File: config.mk
export PLATFORM = sky130hd
export DESIGN_NAME = tx_idle_marker
export DESIGN_NICKNAME = d
export VERILOG_FILES = /design/src/logic/tx_idle_marker_pkg.sv /design/src/logic/tx_idle_marker.sv
export VERILOG_INCLUDE_DIRS = /design/src /design/src/logic
export SDC_FILE = /design/constraint.sdc
export NUM_CORES = 1
export LEC_CHECK = 0
export ABC_AREA = 1
export BUFFER_PORTS_ARGS = -buffer_cell sky130_fd_sc_hd__buf_4
export CAP_MARGIN = 30
export CORE_UTILIZATION = 55
export CTS_CLUSTER_SIZE = 30
export DETAILED_ROUTE_END_ITERATION = 10
export HOLD_SLACK_MARGIN = 0.08
export PLACE_DENSITY = 0.8
export SLEW_MARGIN = 20
export SYNTH_ARGS = -nofsm -noshare
export SYNTH_HDL_FRONTEND = slang
export SYNTH_SLANG_ARGS = --single-unit
File: constraint.sdc
create_clock -name i_mclk -period 3.5 [get_ports i_mclk]
set_input_delay 0.35 -clock i_mclk [delete_from_list [all_inputs] [get_ports i_mclk]]
set_output_delay 0.35 -clock i_mclk [all_outputs]
set_load 0.01 [all_outputs]
File: src/logic/tx_idle_marker_regs.svh
// Register offsets, field positions, reset values and counts for one
// port copy of the transmit idle code and channel marker block.
// Assumes the 12-bit host address selects the port in bits 11:9.
`ifndef TX_IDLE_MARKER_REGS_SVH
`define TX_IDLE_MARKER_REGS_SVH

`define IDLE_CODE_FIRST     9'h120
`define IDLE_CODE_LAST      9'h137
`define IDLE_EN_CH1_8       9'h150
`define IDLE_EN_CH9_16      9'h151
`define IDLE_EN_CH17_24     9'h152
`define GAPPED_CLOCK_CTRL   9'h185
`define CHAN_MARK_CH1_8     9'h1c4
`define CHAN_MARK_CH9_16    9'h1c5
`define CHAN_MARK_CH17_24   9'h1c6
`define CHAN_MARK_FBIT      9'h1c7
`define GAP_SEL_CH1_8       9'h1cc
`define GAP_SEL_CH9_16      9'h1cd
`define GAP_SEL_CH17_24     9'h1ce
`define GAP_SEL_FBIT        9'h1cf

`define PORT_SEL_MSB        11
`define PORT_SEL_LSB        9

`define FMT56_BIT           7
`define GAP_EN_BIT          6
`define FBIT_MARK_BIT       0
`define GAP_FBIT_BIT        0

`define REG_RESET           8'h00
`define CHANNELS            24
`define LAST_CH             5'd23
`define LAST_BIT            3'd7
`define FIFO_DEPTH          16
`define FIFO_WIDTH          2

`endif

File: src/logic/tx_idle_marker_pkg.sv
// Types shared by the transmit idle code and channel marker block.
// Assumes the constants header sits beside it.
`include "tx_idle_marker_regs.svh"

package tx_idle_marker_pkg;

  typedef enum logic [1:0] {
    mark_static,
    mark_lsb_pulse,
    mark_gapped
  } marker_mode_type;

  typedef struct packed {
    logic [`CHANNELS-1:0][7:0] idle_code;
    logic [`CHANNELS-1:0]      idle_en;
    logic [`CHANNELS-1:0]      mark;
    logic                      fbit_mark;
    logic                      fmt56;
    logic                      gap_en;
    logic [`CHANNELS-1:0]      gap_sel;
    logic                      gap_fbit;
    logic [7:0]                rdata;
    logic [1:0]                transmit_clock_sync;
    logic                      transmit_clock_prev;
    logic [1:0]                fs_sync;
    logic [1:0]                dat_sync;
    logic [1:0]                mode_sync;
    logic                      in_fbit;
    logic [4:0]                ch;
    logic [2:0]                bitn;
    logic [7:0]                s_code;
    logic                      s_en;
    logic                      s_mark;
    logic                      s_gate;
    logic                      s_fmt56;
    marker_mode_type           s_mode;
    logic                      tx_data;
    logic                      marker;
  } port_state_type;

endpackage

File: src/logic/tx_idle_marker.sv
// One port copy of the transmit idle code insertion and channel marker.
// Assumes host strobes are synchronous to i_mclk; line pins and the
// transmit clock are asynchronous and are synchronised here.
//
// How it works
// RULE1: Every one of the 24 channels owns an 8-bit idle code.
// RULE2: Inserted idle code goes out MSB first, bit 0 last.
// RULE3: Idle codes sit linearly, channel 1 lowest, channel 24 highest.
// RULE4: Enable bit 1 replaces channel data with its code; 0 passes.
// RULE5: Three enable registers, lowest channel of each at bit 0.
// RULE6: Static marker is high or low per channel mark bit.
// RULE7: Three mark registers, lowest channel of each at bit 0.
// RULE8: F-bit mark bit 0 makes marker pulse high during F-bit; code drives it high for mark value 1, in static mode only.
// RULE9: Host writes zero to unused upper bits of F-bit mark.
// RULE10: Format bit 0 selects 64 kbps, 1 selects 56 kbps channels.
// RULE11: Clock mode: gap enable 0 pulses each LSB, 1 gaps clock.
// RULE12: Host keeps unused low bits of gapped clock control zero.
// RULE13: Each port copy answers at port 1 address plus n times 200h.
// RULE14: After reset all codes, enables, marks and controls read zero.
// RULE15: Gapped clock pulses only in channels with select bit set.
// RULE16: In 56 kbps mode the gapped clock skips each LSB.
// RULE17: Substitution and marking follow whole channel slots of frame.
// RULE18: Host updates take effect only at the next channel boundary.
`timescale 1ns/10ps
`include "tx_idle_marker_regs.svh"

module stream_fifo #(
  parameter int WIDTH = 2,
  parameter int DEPTH = 16
) (
  input  wire logic             i_mclk,
  input  wire logic             i_nrst,
  input  wire logic [WIDTH-1:0] i_in_data,
  input  wire logic             i_in_valid,
  output logic                  o_in_ready,
  output logic [WIDTH-1:0]      o_out_data,
  output logic                  o_out_valid,
  input  wire logic             i_out_ready
);
  localparam int AW = $clog2(DEPTH);

  typedef struct packed {
    logic [DEPTH-1:0][WIDTH-1:0] mem;
    logic [AW-1:0]               wptr;
    logic [AW-1:0]               rptr;
    logic [AW:0]                 count;
    logic                        ready;
  } fifo_type;

  fifo_type st_r;
  fifo_type st_nxt;
  logic     push;
  logic     pop;

  always_comb begin
    st_nxt = st_r;
    push   = i_in_valid && st_r.ready;
    pop    = i_out_ready && (st_r.count != '0);
    if (push) begin
      st_nxt.mem[st_r.wptr] = i_in_data;
      st_nxt.wptr           = st_r.wptr + 1'b1;
    end
    if (pop) begin
      st_nxt.rptr = st_r.rptr + 1'b1;
    end
    if (push && !pop) begin
      st_nxt.count = st_r.count + 1'b1;
    end else if (pop && !push) begin
      st_nxt.count = st_r.count - 1'b1;
    end
    // Registered so the filling side sees an honest, glitch-free ready
    st_nxt.ready = (st_nxt.count != (AW+1)'(DEPTH));
  end

  always_ff @(posedge i_mclk or negedge i_nrst) begin
    if (!i_nrst) begin
      st_r       <= '0;
      st_r.ready <= 1'b1;
    end else begin
      st_r <= st_nxt;
    end
  end

  assign o_in_ready  = st_r.ready;
  assign o_out_valid = (st_r.count != '0);
  assign o_out_data  = st_r.mem[st_r.rptr];

endmodule

module tx_idle_marker
  import tx_idle_marker_pkg::*;
#(
  parameter logic [1:0] PORT_NUM = 2'h0
) (
  input  wire logic        i_mclk,
  input  wire logic        i_nrst,
  input  wire logic [11:0] i_addr,
  input  wire logic [7:0]  i_wdata,
  input  wire logic        i_wr_en,
  input  wire logic        i_rd_en,
  output logic [7:0]       o_rdata,
  input  wire logic        i_transmit_clock,
  input  wire logic        i_frame_sync,
  input  wire logic        i_backplane_data,
  input  wire logic        i_marker_clock_mode,
  output logic             o_tx_data,
  output logic             o_channel_marker_out,
  output logic             o_stream_ready
);

  port_state_type          st_r;
  port_state_type          st_nxt;
  logic                    rise;
  logic                    fall;
  logic                    hit;
  logic [8:0]              off;
  logic                    in_idle_range;
  logic [4:0]              idx;
  logic [`FIFO_WIDTH-1:0]  fifo_out;
  logic                    fifo_valid;
  logic                    fifo_ready;
  logic                    pop;

  function automatic logic [7:0] read_reg(port_state_type s,
                                          logic [8:0] a);
    logic [7:0] v;
    v = `REG_RESET;
    if (a >= `IDLE_CODE_FIRST && a <= `IDLE_CODE_LAST) begin
      v = s.idle_code[5'(a - `IDLE_CODE_FIRST)];
    end else begin
      case (a)
        `IDLE_EN_CH1_8:     v = s.idle_en[7:0];
        `IDLE_EN_CH9_16:    v = s.idle_en[15:8];
        `IDLE_EN_CH17_24:   v = s.idle_en[23:16];
        `CHAN_MARK_CH1_8:   v = s.mark[7:0];
        `CHAN_MARK_CH9_16:  v = s.mark[15:8];
        `CHAN_MARK_CH17_24: v = s.mark[23:16];
        `GAP_SEL_CH1_8:     v = s.gap_sel[7:0];
        `GAP_SEL_CH9_16:    v = s.gap_sel[15:8];
        `GAP_SEL_CH17_24:   v = s.gap_sel[23:16];
        `CHAN_MARK_FBIT:    v[`FBIT_MARK_BIT] = s.fbit_mark;
        `GAP_SEL_FBIT:      v[`GAP_FBIT_BIT] = s.gap_fbit;
        `GAPPED_CLOCK_CTRL: begin
          v[`FMT56_BIT]  = s.fmt56;
          v[`GAP_EN_BIT] = s.gap_en;
        end
        default:            v = `REG_RESET;
      endcase
    end
    return v;
  endfunction

  // Drain only on a transmit clock falling edge, so the FIFO can fill
  stream_fifo #(
    .WIDTH (`FIFO_WIDTH),
    .DEPTH (`FIFO_DEPTH)
  ) u_fifo (
    .i_mclk      (i_mclk),
    .i_nrst      (i_nrst),
    .i_in_data   ({st_r.fs_sync[1], st_r.dat_sync[1]}),
    .i_in_valid  (rise),
    .o_in_ready  (fifo_ready),
    .o_out_data  (fifo_out),
    .o_out_valid (fifo_valid),
    .i_out_ready (fall)
  );

  always_comb begin
    st_nxt        = st_r;
    rise          = st_r.transmit_clock_sync[1] && !st_r.transmit_clock_prev;
    fall          = !st_r.transmit_clock_sync[1] && st_r.transmit_clock_prev;
    pop           = fall && fifo_valid;
    // RULE13: port window decode
    hit           = (i_addr[`PORT_SEL_MSB:`PORT_SEL_LSB] == {1'b0, PORT_NUM});
    off           = i_addr[`PORT_SEL_LSB-1:0];
    in_idle_range = (off >= `IDLE_CODE_FIRST) && (off <= `IDLE_CODE_LAST);
    // RULE3: linear channel index
    idx           = 5'(off - `IDLE_CODE_FIRST);

    // Two flops per asynchronous pin; only the second one is read
    st_nxt.transmit_clock_sync = {st_r.transmit_clock_sync[0], i_transmit_clock};
    st_nxt.transmit_clock_prev = st_r.transmit_clock_sync[1];
    st_nxt.fs_sync   = {st_r.fs_sync[0], i_frame_sync};
    st_nxt.dat_sync  = {st_r.dat_sync[0], i_backplane_data};
    st_nxt.mode_sync = {st_r.mode_sync[0], i_marker_clock_mode};

    if (i_wr_en && hit) begin
      if (in_idle_range) begin
        // RULE1: per-channel code store
        st_nxt.idle_code[idx] = i_wdata;
      end else begin
        case (off)
          // RULE5: enable groups
          `IDLE_EN_CH1_8:     st_nxt.idle_en[7:0]   = i_wdata;
          `IDLE_EN_CH9_16:    st_nxt.idle_en[15:8]  = i_wdata;
          `IDLE_EN_CH17_24:   st_nxt.idle_en[23:16] = i_wdata;
          // RULE7: mark groups
          `CHAN_MARK_CH1_8:   st_nxt.mark[7:0]      = i_wdata;
          `CHAN_MARK_CH9_16:  st_nxt.mark[15:8]     = i_wdata;
          `CHAN_MARK_CH17_24: st_nxt.mark[23:16]    = i_wdata;
          `GAP_SEL_CH1_8:     st_nxt.gap_sel[7:0]   = i_wdata;
          `GAP_SEL_CH9_16:    st_nxt.gap_sel[15:8]  = i_wdata;
          `GAP_SEL_CH17_24:   st_nxt.gap_sel[23:16] = i_wdata;
          // RULE9: upper bits unused
          `CHAN_MARK_FBIT:    st_nxt.fbit_mark = i_wdata[`FBIT_MARK_BIT];
          `GAP_SEL_FBIT:      st_nxt.gap_fbit  = i_wdata[`GAP_FBIT_BIT];
          // RULE12: low bits unused
          `GAPPED_CLOCK_CTRL: begin
            st_nxt.fmt56  = i_wdata[`FMT56_BIT];
            st_nxt.gap_en = i_wdata[`GAP_EN_BIT];
          end
          default: ;
        endcase
      end
    end
    if (i_rd_en) begin
      st_nxt.rdata = hit ? read_reg(st_r, off) : `REG_RESET;
    end

    if (pop) begin
      // RULE17: frame position from sync
      if (fifo_out[1] || (!st_r.in_fbit && st_r.ch == `LAST_CH &&
                          st_r.bitn == `LAST_BIT)) begin
        st_nxt.in_fbit = 1'b1;
        st_nxt.ch      = 5'd0;
        st_nxt.bitn    = 3'd0;
      end else if (st_r.in_fbit) begin
        st_nxt.in_fbit = 1'b0;
        st_nxt.ch      = 5'd0;
        st_nxt.bitn    = 3'd0;
      end else if (st_r.bitn == `LAST_BIT) begin
        st_nxt.ch   = st_r.ch + 5'd1;
        st_nxt.bitn = 3'd0;
      end else begin
        st_nxt.bitn = st_r.bitn + 3'd1;
      end

      // RULE18: settings latched at slot start
      if (st_nxt.in_fbit || st_nxt.bitn == 3'd0) begin
        st_nxt.s_fmt56 = st_r.fmt56;
        if (!st_r.mode_sync[1]) begin
          st_nxt.s_mode = mark_static;
        end else if (st_r.gap_en) begin
          st_nxt.s_mode = mark_gapped;
        end else begin
          st_nxt.s_mode = mark_lsb_pulse;
        end
        if (st_nxt.in_fbit) begin
          // RULE8: F-bit mark
          st_nxt.s_code = `REG_RESET;
          st_nxt.s_en   = 1'b0;
          st_nxt.s_mark = st_r.fbit_mark;
          st_nxt.s_gate = st_r.gap_fbit;
        end else begin
          st_nxt.s_code = st_r.idle_code[st_nxt.ch];
          st_nxt.s_en   = st_r.idle_en[st_nxt.ch];
          st_nxt.s_mark = st_r.mark[st_nxt.ch];
          st_nxt.s_gate = st_r.gap_sel[st_nxt.ch];
        end
      end

      // RULE4: replace or pass
      // RULE2: MSB of code first
      st_nxt.tx_data = st_nxt.s_en ? st_nxt.s_code[`LAST_BIT - st_nxt.bitn]
                                   : fifo_out[0];
    end

    unique case (st_nxt.s_mode)
      // RULE6: static level
      mark_static:    st_nxt.marker = st_nxt.s_mark;
      // RULE11: LSB pulse per channel
      mark_lsb_pulse: st_nxt.marker = !st_nxt.in_fbit &&
                                      st_nxt.bitn == `LAST_BIT &&
                                      st_r.transmit_clock_sync[1];
      // RULE15: gated by select
      // RULE16: 56k skips LSB
      // RULE10: format bit used
      mark_gapped:    st_nxt.marker = st_nxt.s_gate &&
                                      !(st_nxt.s_fmt56 && !st_nxt.in_fbit &&
                                        st_nxt.bitn == `LAST_BIT) &&
                                      st_r.transmit_clock_sync[1];
      default:        st_nxt.marker = 1'b0;
    endcase
  end

  always_ff @(posedge i_mclk or negedge i_nrst) begin
    if (!i_nrst) begin
      // RULE14: everything clears
      st_r <= '0;
    end else begin
      st_r <= st_nxt;
    end
  end

  assign o_rdata              = st_r.rdata;
  assign o_tx_data            = st_r.tx_data;
  assign o_channel_marker_out = st_r.marker;
  assign o_stream_ready       = fifo_ready;
endmodule

Word level (Yosys, flattened, before mapping)
Index checks and enable logic that the tools add are counted.
Widths: inputs -> output; s select.
- flip-flop bits (word level): 356
- input bits: 28
- output and inout port bits: 11
- word-level logic and storage cells: 194
- add/subtract/negate cells: 8
- order comparisons: 9
- eq/ne operators: 18
- multiplexer cells: 40
- bitwise operators: 1
- reduce and logical (&&, ||, !) cells: 44
- operator list (kind ; number):
    $bwmux 192 ; 1
    $eq 9x9->1 const B ; 12
    $bmux 8 s5 ; 2
    $mux 8 ; 6
    $pmux 5 s9 ; 1
    $demux 8 s5 ; 1
    $reduce_and 3->1 ; 12
    $bwmux 32 ; 1
    $mux 14 ; 2
    $mux 24 ; 1
    $pmux 2 s10 ; 1
    $logic_and 1x1->1 ; 18
    $mux 9 ; 2
    $bmux 1 s5 ; 3
    $mux 5 ; 3
    $lt 5x6->1 const B ; 2
    $mux 11 ; 1
    $pmux 1 s11 ; 1
    $add 5x1->5 const B ; 2
    $lt 4x5->1 const B ; 2
    $sub 5x1->5 const B ; 2
    $ge 9x9->1 const B ; 1
    $le 9x9->1 const B ; 1
    $add 4x1->4 const B ; 2
    other kinds (24) ; 40

Logic depth before layout (Yosys ltp)
Gate-level depths: netlist of run 1.
- depth in word-level cells: 22
- gate-level depth with buffers: 23
- mapped depth without buffers: 21

Modules after synthesis
From an unflattened synthesis of run 1, not the netlist that was laid out.
- cell total of the unflattened synthesis: 2393
- area total of the unflattened synthesis: 18783.0 µm²
- modules (own cells, without submodules) (module ; times used ; cells each ; area an instance (µm²) ; seq. area each (µm²)):
    tx_idle_marker ; 1 ; 2100 ; 16369.4 ; 7757.4
    stream_fifo ; 1 ; 293 ; 2413.6 ; 1152.4

Least setup slack after synthesis of run 1
No wires, ideal clock.
- kind: reg2reg
- from: reg st_r[16] (netlist bit)
- to: reg st_r (netlist bit o_channel_marker_out)
- setup time: 77 ps
- arrival time: 2740 ps
- required time: 3423 ps
- slack: 682 ps
- stages on the path, launching flop included: 19
- buffers on the path: 0
- period minus slack after synthesis: 2818 ps
- cells stage by stage: dfrtp_1 ha_1 ha_1 nand3_1 inv_1 nand4_2 nand2_4 nor2_2 nand3_2 nand2_1 nor2_4 nand2_1 inv_1 o21ai_0 inv_1 ha_1 o211a_1 nand2_1 a21oi_1
- RTL lines (item ; RTL line ; text):
    start: declaration ; tx_idle_marker.sv:111 ; port_state_type st_r;
    start signal: assignment ; tx_idle_marker.sv:291 ; st_r <= st_nxt;

Worst setup path in the final report of run 1
- from: reg u_fifo.st_r[6] (netlist bit)
- to: reg st_r[11] (netlist bit)
- word-level cells in the longest chain between the ends: 10
- elaborated cells between the ends (all ways): 12
- classes of those cells: mux (9); reduce/logical (3)
- RTL lines (item ; RTL line ; text):
    start: declaration ; tx_idle_marker.sv:50 ; fifo_type st_r;
    start signal: assignment ; tx_idle_marker.sv:80 ; st_r <= st_nxt;
    $bmux 2 s4 (*) ; tx_idle_marker.sv:86 ; assign o_out_data = st_r.mem[st_r.rptr];
    $mux 2 (implied by the code) (*) ; tx_idle_marker.sv:86 ;
    $logic_or 1x1->1 (*) ; tx_idle_marker.sv:222 ; if (fifo_out[1] || (!st_r.in_fbit && st_r.ch == `LAST_CH &&
    $mux 9 (*) ; tx_idle_marker.sv:222 ;
    $mux 9 (*) ; tx_idle_marker.sv:220 ; if (pop) begin
    $bmux 8 s5 ; tx_idle_marker.sv:255 ; st_nxt.s_code = st_r.idle_code[st_nxt.ch];
    $mux 8 (implied by the code) ; tx_idle_marker.sv:255 ;
    $mux 11 ; tx_idle_marker.sv:248 ; if (st_nxt.in_fbit) begin
    $mux 14 (*) ; tx_idle_marker.sv:239 ; if (st_nxt.in_fbit || st_nxt.bitn == 3'd0) begin
    $mux 14 (*) ; tx_idle_marker.sv:220 ;
Mark *: on every way between the ends. The rest lies on a longest branch, timed or not. The select of a mux whose other input is x is not followed.
A chain may end at the register's enable or synchronous reset.

==> impl_metrics.csv, run 1 <==
group,metric,value,unit
die,die_w,185,um
hold_path,hold_class,"in2reg",
sta,finalSetupViolCount,0,
sta,final.setup.tns,0,ns
global_route,grt_overflow,0,
synthesis,synth_top_area_frac,0.483,
synthesis,synth-compound-area-share,0.204,
detailed_routing,drt-total-wl,59700,um
layout,stdcell_count,2810,
synthesis,synthSimpleGateAreaFrac,0.227,
die,core-area,32700,um2
layout,multiInputGateArea,8180,um2
synthesis,synth_cell_type_count,56,
global_route,grt_pass1_wl,93300,um
setup_path,cp.arrival,3.74,ns
synthesis,ys_ff_latch,356,
synthesis,syn-instance-count,2347,
synthesis,synth-warning-count,0,
synthesis,ys.flop_type,"dfrtp_1",
die,die-area,34200,um2
sta,worst_pin_slew,0.969,ns
layout,ff_latch_area,8910,um2
setup_path,criticalPathCategory,"reg2reg",
place,placed_cells,2735,
die,num_io_pins,39,
synthesis,synth_top_family_by_area,"simple AND/OR/NAND/NOR gates",
detailed_routing,highest_layer,"met4",
place,gp_congestion,1.01,
layout,syn_to_final_growth,11.2,%
detailed_routing,num_vias,17700,
synthesis,synthesis.area,18400,um2
global_route,grt_max_degree,88,
global_route,gr-usage-all-layers,0.354,
power,powerDensity,521,nW/um2
detailed_routing,wl_met3,6970,um
sta,finalClockSkew,0.0295,ns
place,portBuffers,38,
run,cap_violations,0,
clock_network,root_buffer,"clkbuf_16",
layout,final_net_count,2383,
power,leakage,9.02,nW
layout,insertedDiodeCount,0,
detailed_routing,firstDrtPassIters,6,
setup_path,worst_setup_path_start_kind,"register",
detailed_routing,drc,0,
clock_network,clock-sinks,356,
sta,fmax,302,MHz
synthesis,synth-edff-count,0,
clock_network,htreeDepth,2,
clock_network,worstSkewPairLatency,0.55,ns
outcome,outcome,"finished, final reports clean",
synthesis,yosysSeqAreaShare,0.484,
detailed_routing,vias_per_cell,6.30,
layout,drive_gt1_frac,0.0781,
detailed_routing,drt-initial-drc-count,2725,
layout,fill_cells,2809,
synthesis,synthArstFlopShare,1.00,
sta,post-route-period-util,0.945,
power,vdd_drop_max,0.000387,V
place,dp.final_hpwl,39100,um
clock_network,clk_path_buf_depth,3,
setup_path,cp-end-kind,"register",
detailed_routing,route.met2.wl,25700,um
synthesis,syn-num-nets,2388,
synthesis,netlist_top_cells_count,"nand2_1 (726), o21ai_0 (399), dfrtp_1 (355)",
global_route,grt_pass1_vias,16800,
sta,hold_viol_final,0,
synthesis,synth_adder_area_share,0.00884,
clock_network,tritoncts,"yes",
setup_path,crit_required,3.93,ns
clock_network,cts_buffers,39,
die,rows,66,
die,die_h,185,um
sta,rsz0062_at_grt,"no",
die,start_util,0.563,
layout,post-route-util,0.626,
clock_network,clk_pin_slew,0.06,ns
sta,relSlewSlack,0.348,
setup_path,critPathMaxFanout,24,
global_route,antenna_found_initial,0,
sta,slew_violations,0,
synthesis,synth_xor_area_frac,0.00428,
detailed_routing,ant_nets,0,
detailed_routing,routedWlPerCell,21.3,um
synthesis,syn_avg_cell_area,7.84,um2
synthesis,synth.area.mux_share,0,
synthesis,synth_top_area_cell,"dfrtp_1",
synthesis,ys_top_cells_by_area,"dfrtp_1 (48%), nand2_1 (15%), o21ai_0 (11%)",
detailed_routing,routedLengthMet1,24200,um
synthesis,yosysMostFrequentCell,"nand2_1",
sta,fin_crit,3.31,ns
## power breakdown
part	switching (W)	total, W	internal, W	leakage [nW]
sequential	0.000240	0.00466	0.00442	4.89
combinational	0.00135	0.00194	0.000590	3.52
clock	0.00166	0.00406	0.00239	0.617
total	0.00326	0.0107	0.00740	9.02
## final timing paths
| path | from | end | slack, ns | depth (start not counted) |
|---|---|---|---|---|
| setup reg to reg | u_fifo.st_r[6] | st_r[11] | 0.19 | 16 |
| max in group asynchronous | i_nrst | st_r[44] | 2.31 | 3 |
| setup / recovery | u_fifo.st_r[6] | st_r[11] | 0.19 | 16 |
| hold reg to reg | st_nxt[30] | st_r[30] | 0.35 | 0 |
| hold / removal | i_rd_en | o_rdata[1] | 0.27 | 4 |
| min in group asynchronous | i_nrst | st_r[30] | 0.33 | 2 |
## layout make-up
cell class              count  area share
well taps                 442      0.0270
clock inverters            11     0.00599
flip-flops and latches    356       0.435
clock buffers              56      0.0553
multi-input cells        1685       0.400
repair buffers            105      0.0478
inverters                 155      0.0287
## layout by cell type (no fill, tap or decap), drive strengths merged, types with 3 or more instances in the layout
| cell type | Yosys | layout |
|---|---|---|
| a32o | 3 | 3 |
| nor2 | 77 | 77 |
| a221o | 4 | 4 |
| a211oi | 6 | 6 |
| a221oi | 23 | 23 |
| o221ai | 9 | 9 |
| a22o | 3 | 3 |
| nor3 | 11 | 11 |
| dfrtp | 355 | 355 |
| buf | 56 | 100 |
| ha | 13 | 13 |
| a21oi | 49 | 49 |
| inv | 153 | 153 |
| a22oi | 17 | 17 |
| nand4 | 24 | 24 |
| or2 | 8 | 8 |
| o21ai | 414 | 414 |
| clkbuf | 95 | 56 |
| o2111ai | 7 | 7 |
| a31oi | 5 | 5 |
| clkinv | 2 | 9 |
| a311oi | 4 | 4 |
| nor4 | 6 | 6 |
| dlygate4sd3 | 0 | 5 |
| nand3 | 152 | 152 |
| nand2 | 729 | 729 |
| o22ai | 71 | 71 |
| o211ai | 31 | 31 |
| xor2 | 9 | 9 |
## metrics by stage
stage | cell area [um2] | setup WS [ns] | hold WS, ns | total power (W)
floorplan | 18400 | 0.682 | 0.0544 | 0.00594
global placement | 19100 | 0.347 | 0.292 | 0.00650
detailed placement | 19100 | 0.0824 | 0.296 | 0.00658
CTS | 20400 | 0.0544 | 0.244 | 0.0106
global route | 20500 | 0.0158 | 0.285 | 0.0111
finish | 20500 | 0.192 | 0.267 | 0.0107
## flip-flops by register name (all words and copies together), names as in the netlist
name / flops
u_fifo.o_in_ready: 1
o_rdata: 8
u_fifo.st_r: 45
st_r: 295
o_channel_marker_out: 1
st_nxt: 5
o_tx_data: 1
## worst max-delay path, stage by stage (launching register included)
cell and delay [ns]:
dfrtp_1 0.40, buf_4 0.20, nand2_1 0.08, nand3_1 0.09, nand3_1 0.12, nand3_1 0.14, nand2_4 0.28, nand3_4 0.19
inv_2 0.32, buf_12 0.22, o21ai_0 0.10, a211oi_1 0.54, o31ai_1 0.15, nand2_1 0.16, nor2_1 0.05, nand3_1 0.06
nand2_1 0.06
## routing by layer
metal | up-vias | GRT usage
li1 | 7925 | -
met1 | 8355 | 0.492
met2 | 1200 | 0.522
met3 | 222 | 0.0824
met4 | 0 | 0.169
met5 | - | 0
## what timing repair did
action / CTS / global route
setup buffers: 0 / 2
resized for setup: 0 / 7
hold buffers: 5 / 0
endpoints found under the hold margin: 52 / 0
endpoints found under the setup margin: 0 / 3
## kinds of logic after synthesis
family,count (synthesis)
buf+inv,306
xor+xnor,9
simple gates,1009
compound gates,654
flops,356
fa+ha+maj,13
Note: power is estimated with default switching activity, not from simulation.
==> run 2: changes to the inputs <==
Settings changed: CELL_PAD_IN_SITES_DETAIL_PLACEMENT from default to 1, CELL_PAD_IN_SITES_GLOBAL_PLACEMENT from default to 1, CORE_UTILIZATION 55 to 48, PLACE_DENSITY 0.8 to 0.9.
==> run 2 against run 1 <==
Effect of this change:
- clock power increased by 4%
- wire length up 19%
- combinational power rose by 13%
- register-to-register slack better by 0.02 ns
- critical path depth grew 3
- clock-buffer cell count is 3 higher
- die area up 14%
- sequential share of layout area decreased by 0.70 points
- critical path type unchanged
- largest cell class unchanged
==> impl_metrics.csv, run 2 (same netlist as run 1, synthesis figures left out) <==
group,metric,value,unit
sta,finalClockSkew,0.0185,ns
setup_path,worst_setup_path_start_kind,"register",
layout,drive_gt1_frac,0.0934,
sta,relSlewSlack,0.384,
die,start_util,0.488,
clock_network,tritoncts,"yes",
clock_network,root_buffer,"clkbuf_16",
setup_path,critPathMaxStageDelay,0.40,ns
layout,regMostFlops,"st_r",
setup_path,crit_required,3.99,ns
global_route,antenna_found_initial,3,
die,rows,71,
sta,worst_pin_slew,0.924,ns
sta,fmax,304,MHz
clock_network,cts_buffers,42,
outcome,outcome,"finished, final reports clean",
layout,final_net_count,2415,
clock_network,worstSkewPairLatency,0.58,ns
setup_path,criticalPathCategory,"reg2reg",
sta,fin_crit,3.29,ns
sta,slew_violations,0,
setup_path,critPathMaxFanout,15,
layout,syn_to_final_growth,13.0,%
clock_network,clk_path_buf_depth,3,
sta,finalSetupViolCount,0,
run,cap_violations,0,
clock_network,htreeDepth,2,
sta,final.setup.tns,0,ns
detailed_routing,num_vias,18400,
detailed_routing,routedWlPerCell,24.5,um
sta,post-route-period-util,0.940,
detailed_routing,drc,0,
global_route,gr-usage-all-layers,0.373,
die,die_h,198,um
power,powerDensity,534,nW/um2
die,die_w,198,um
hold_path,hold_class,"in2reg",
setup_path,cp.arrival,3.78,ns
die,num_io_pins,39,
detailed_routing,drt-initial-drc-count,1865,
clock_network,clk_pin_slew,0.06,ns
layout,final_common_cell,"nand2_1",
place,portBuffers,38,
global_route,grt_pass1_vias,19100,
place,gp_congestion,0.955,
detailed_routing,ant_nets,0,
sta,hold_viol_final,0,
setup_path,cp-end-kind,"register",
place,dp.final_hpwl,46500,um
global_route,grt_max_degree,103,
setup_path,crit_path_top_delay_cell,"dfrtp_1",
layout,fill_cells,4598,
detailed_routing,drt-total-wl,71300,um
clock_network,clock-sinks,356,
global_route,grt_overflow,0,
detailed_routing,vias_per_cell,6.31,
global_route,grt_pass1_wl,111000,um
setup_path,worstPathCellList,"ha_1, ha_2, nand3_1, inv_1, nand4_4, nand2_4, buf_4, nor2_4, buf_4, nand2_1, a21oi_1, o21ai_0, nand3_1, a21oi_1, nand2_1, nand3_1, nand2_1, inv_1, a21oi_1",
power,total_power,0.0111,W
die,die-area,39100,um2
layout,largest_reg_flops,295,
detailed_routing,firstDrtPassIters,5,
die,core-area,37700,um2
layout,final_cell_mix,"nand2_1 (726), o21ai_0 (397), dfrtp_1 (355), nand3_1 (148), inv_1 (142)",
power,vdd_drop_max,0.000368,V
power,leakage,9.19,nW
[run 2: cell count changes in the layout (fill, tap and decap cells not counted), moves of 3 or more]
cell       delta
clkbuf_1      -3
buf_4        +32
inv_1         -3
clkbuf_8      +3
clkinv_2      +3
clkbuf_16     +3
[run 2: stage by stage]
step / util / setup WS (ns) / std cells / hold slack (ns) / cell area (um2)
after global routing: 0.552 / -0.0161 / 2910 / 0.277 / 20800
final: 0.552 / 0.210 / 2912 / 0.266 / 20800
after detailed placement: 0.513 / 0.00940 / 2826 / 0.339 / 19300
after CTS: 0.549 / 0.0123 / 2901 / 0.244 / 20700
after floorplan: - / 0.682 / 2347 / 0.0544 / 18400
after global placement: 0.513 / 0.322 / 2826 / 0.332 / 19300
[run 2: per-layer routing]
metal / vias up / GRT usage / share of wire
li1: 8018 / - / -
met1: 9215 / 0.473 / 0.40
met2: 902 / 0.601 / 0.47
met3: 246 / 0.0761 / 0.081
met4: 2 / 0.199 / 0.054
met5: - / 0 / 0.00015
[run 2: timing repair]
item / 4_1_cts / 5_1_grt
setup buffers: 1 / 9
pin swaps: 1 / 1
hold buffers: 5 / 0
gates resized for setup: 0 / 8
hold endpoints to repair: 101 / 0
endpoints found under the setup margin: 1 / 2
[run 2: worst max-delay path: cells and delay by family (launching register included)]
family	cells	cell delay, ns
compound gates	4	0.44
fa+ha+maj	2	0.46
buf+inv	4	0.66
flops	1	0.40
simple gates	9	1.25
[run 2: cell type report]
type                       count  area [um2]  share of cell area
clock inverter                10        53.8             0.00259
multi-input combinational   1685        8190               0.394
timing repair buffer         134        1180              0.0566
sequential                   356        8910               0.428
tap                          511         639              0.0307
inverter                     155         588              0.0283
clock buffer                  59        1240              0.0594
antenna                        2        5.00            0.000241
[run 2: path summary, 6_finish.rpt]
kind,startpoint,endpoint,slack (ns),cells after the start
max,st_r[16],o_tx_data,0.21,19
max in group asynchronous,i_nrst,u_fifo.o_in_ready,2.15,3
min reg2reg,st_nxt[33],st_nxt[31],0.35,0
max reg2reg,st_r[16],o_tx_data,0.21,19
min in group asynchronous,i_nrst,st_r[249],0.46,2
min,i_rd_en,o_rdata[7],0.27,4
[run 2: where the power goes]
group	internal [W]	switching, W	total [W]	leakage (nW)
sequential	0.00442	0.000263	0.00469	4.89
combinational	0.000690	0.00151	0.00220	3.66
clock	0.00244	0.00178	0.00422	0.649
total	0.00755	0.00356	0.0111	9.19
==> run 3: changes to the inputs <==
Settings changed: BUFFER_PORTS_ARGS -buffer_cell sky130_fd_sc_hd__buf_4 to -buffer_cell sky130_fd_sc_hd__buf_2, CORE_MARGIN from default to 4, CORE_UTILIZATION 48 to 45, PLACE_DENSITY 0.9 to 0.85.
==> run 3 against run 2 <==
Effect of this change:
- utilization is 3.9 points lower
- final cell count shrank 0.24%
- final area down 1.1%
- critical path depth down 3
- sequential share of layout area is 0.48 points higher
- combinational power is 7% lower
==> impl_metrics.csv, run 3 (same netlist as run 1, synthesis figures left out) <==
group,metric,value,unit
sta,relSlewSlack,0.348,
setup_path,worstPathCellList,"inv_2, nand3_1, nand3_1, nand3_1, nand2_4, nand2_4, buf_4, nor2_4, buf_4, buf_4, a21oi_1, a211oi_1, o21ai_1, a21boi_2, nand2_1, a21oi_1",
setup_path,critPathMaxFanout,16,
sta,worst_pin_slew,0.976,ns
place,portBuffers,38,
die,start_util,0.459,
detailed_routing,ant_nets,0,
die,core-area,40100,um2
clock_network,root_buffer,"clkbuf_16",
sta,rsz0062_at_grt,"no",
layout,final_common_cell,"nand2_1",
detailed_routing,drt-initial-drc-count,1689,
detailed_routing,vias_per_cell,6.24,
clock_network,clk_pin_slew,0.06,ns
setup_path,critPathMaxStageDelay,0.51,ns
place,gp_congestion,0.966,
sta,post-route-period-util,0.937,
setup_path,crit_required,4.01,ns
setup_path,crit_path_top_delay_cell,"dfrtp_1",
layout,regMostFlops,"st_r",
global_route,grt_max_degree,92,
setup_path,worst_setup_path_start_kind,"register",
hold_path,holdPathStages,4,
die,die_h,210,um
global_route,grt_overflow,0,
outcome,outcome,"finished, final reports clean",
sta,slew_violations,0,
setup_path,cp-end-kind,"register",
clock_network,htreeDepth,2,
detailed_routing,wl_met3,5790,um
detailed_routing,firstDrtPassIters,8,
sta,hold_viol_final,0,
power,total_power,0.0111,W
setup_path,path_buf_inv,4,
detailed_routing,num_vias,18100,
layout,final_net_count,2390,
die,num_io_pins,39,
layout,final_cell_mix,"nand2_1 (726), o21ai_0 (397), dfrtp_1 (355), nand3_1 (148), inv_1 (145)",
global_route,grt_pass1_vias,18900,
sta,finalClockSkew,0.0214,ns
global_route,gr-usage-all-layers,0.318,
setup_path,criticalPathCategory,"reg2reg",
global_route,grt_pass1_wl,111000,um
clock_network,tritoncts,"yes",
clock_network,clock-sinks,356,
detailed_routing,routedWlPerCell,24.4,um
die,die_w,210,um
setup_path,crit_family,"compound AO/OA/AOI/OAI gates",
layout,syn_to_final_growth,11.8,%
global_route,antenna_found_initial,1,
detailed_routing,routedLengthMet1,28400,um
detailed_routing,drc,0,
clock_network,worstSkewPairLatency,0.58,ns
hold_path,hold_class,"in2reg",
place,dp.final_hpwl,46100,um
detailed_routing,route.met2.wl,33300,um
clock_network,clk_path_buf_depth,3,
layout,largest_reg_flops,295,
setup_path,cp_num_cells,16,
power,powerDensity,540,nW/um2
clock_network,cts_buffers,42,
power,leakage,9.07,nW
sta,fmax,305,MHz
die,die-area,44200,um2
die,rows,73,
setup_path,cp.arrival,3.78,ns
setup_path,worstRegToRegCells,16,
sta,finalSetupViolCount,0,
sta,fin_crit,3.28,ns
run,cap_violations,0,
power,vdd_drop_max,0.000427,V
layout,drive_gt1_frac,0.0836,
sta,final.setup.tns,0,ns
detailed_routing,drt-total-wl,70900,um
detailed_routing,highest_layer,"met4",
run 3: changes by cell type in the layout (fill, tap and decap cells not counted), sizes merged:
cell and change:
buf -26, clkbuf +3, inv +3, bufinv +1, clkinvlp -1, diode -1
run 3: final cells by class:
| type | count | area (um2) |
|---|---|---|
| inverters | 155 | 584 |
| repair buffers | 109 | 880 |
| fillers | 4896 | 19500 |
| flip-flops and latches | 356 | 8910 |
| clock buffers | 61 | 1250 |
| diodes | 1 | 2.50 |
| well taps | 525 | 657 |
| multi-input cells | 1685 | 8180 |
| clock inverters | 13 | 97.6 |
run 3: worst paths after layout:
kind / start / to / slack (ns)
setup / recovery: u_fifo.st_r[7] / o_channel_marker_out / 0.22
hold / removal: i_rd_en / o_rdata[4] / 0.22
setup reg to reg: u_fifo.st_r[7] / o_channel_marker_out / 0.22
hold reg to reg: st_nxt[30] / st_r[30] / 0.35
max in group asynchronous: i_nrst / st_r[151] / 2.21
min in group asynchronous: i_nrst / st_r[30] / 0.33
run 3: repair_timing:
item                                    4_1_cts  5_1_grt
setup buffers                                 0        3
hold buffers                                  5        0
gates resized for setup                       0        6
hold endpoints to repair                     76        0
endpoints found under the setup margin        0        2
run 3: stage by stage:
stage / utilization / cells / instance area, um2 / worst slack (ns) / hold WS (ns)
floorplan: - / 2347 / 18400 / 0.682 / 0.0544
global placement: 0.476 / 2820 / 19100 / 0.382 / 0.337
detailed placement: 0.477 / 2821 / 19100 / 0.0908 / 0.337
CTS: 0.512 / 2900 / 20500 / 0.0447 / 0.198
global route: 0.513 / 2905 / 20600 / 0.00190 / 0.239
finish: 0.513 / 2905 / 20600 / 0.222 / 0.217
run 3: routing by layer:
metal	global-route usage	up-vias
li1	-	7971
met5	0	-
met3	0.0694	208
met1	0.409	9122
met4	0.144	0
met2	0.519	836
run 3: tightest hold or removal path: stages:
cell      delay, ns
buf_2          0.10
clkinv_1       0.16
nand2_1        0.07
o21ai_0        0.06
run 3: where the power goes:
part	total [W]	switching, W	leakage [nW]	internal (W)
Clock	0.00438	0.00182	0.680	0.00255
Sequential	0.00469	0.000269	4.89	0.00442
Combinational	0.00204	0.00143	3.50	0.000616
Total	0.0111	0.00352	9.07	0.00759
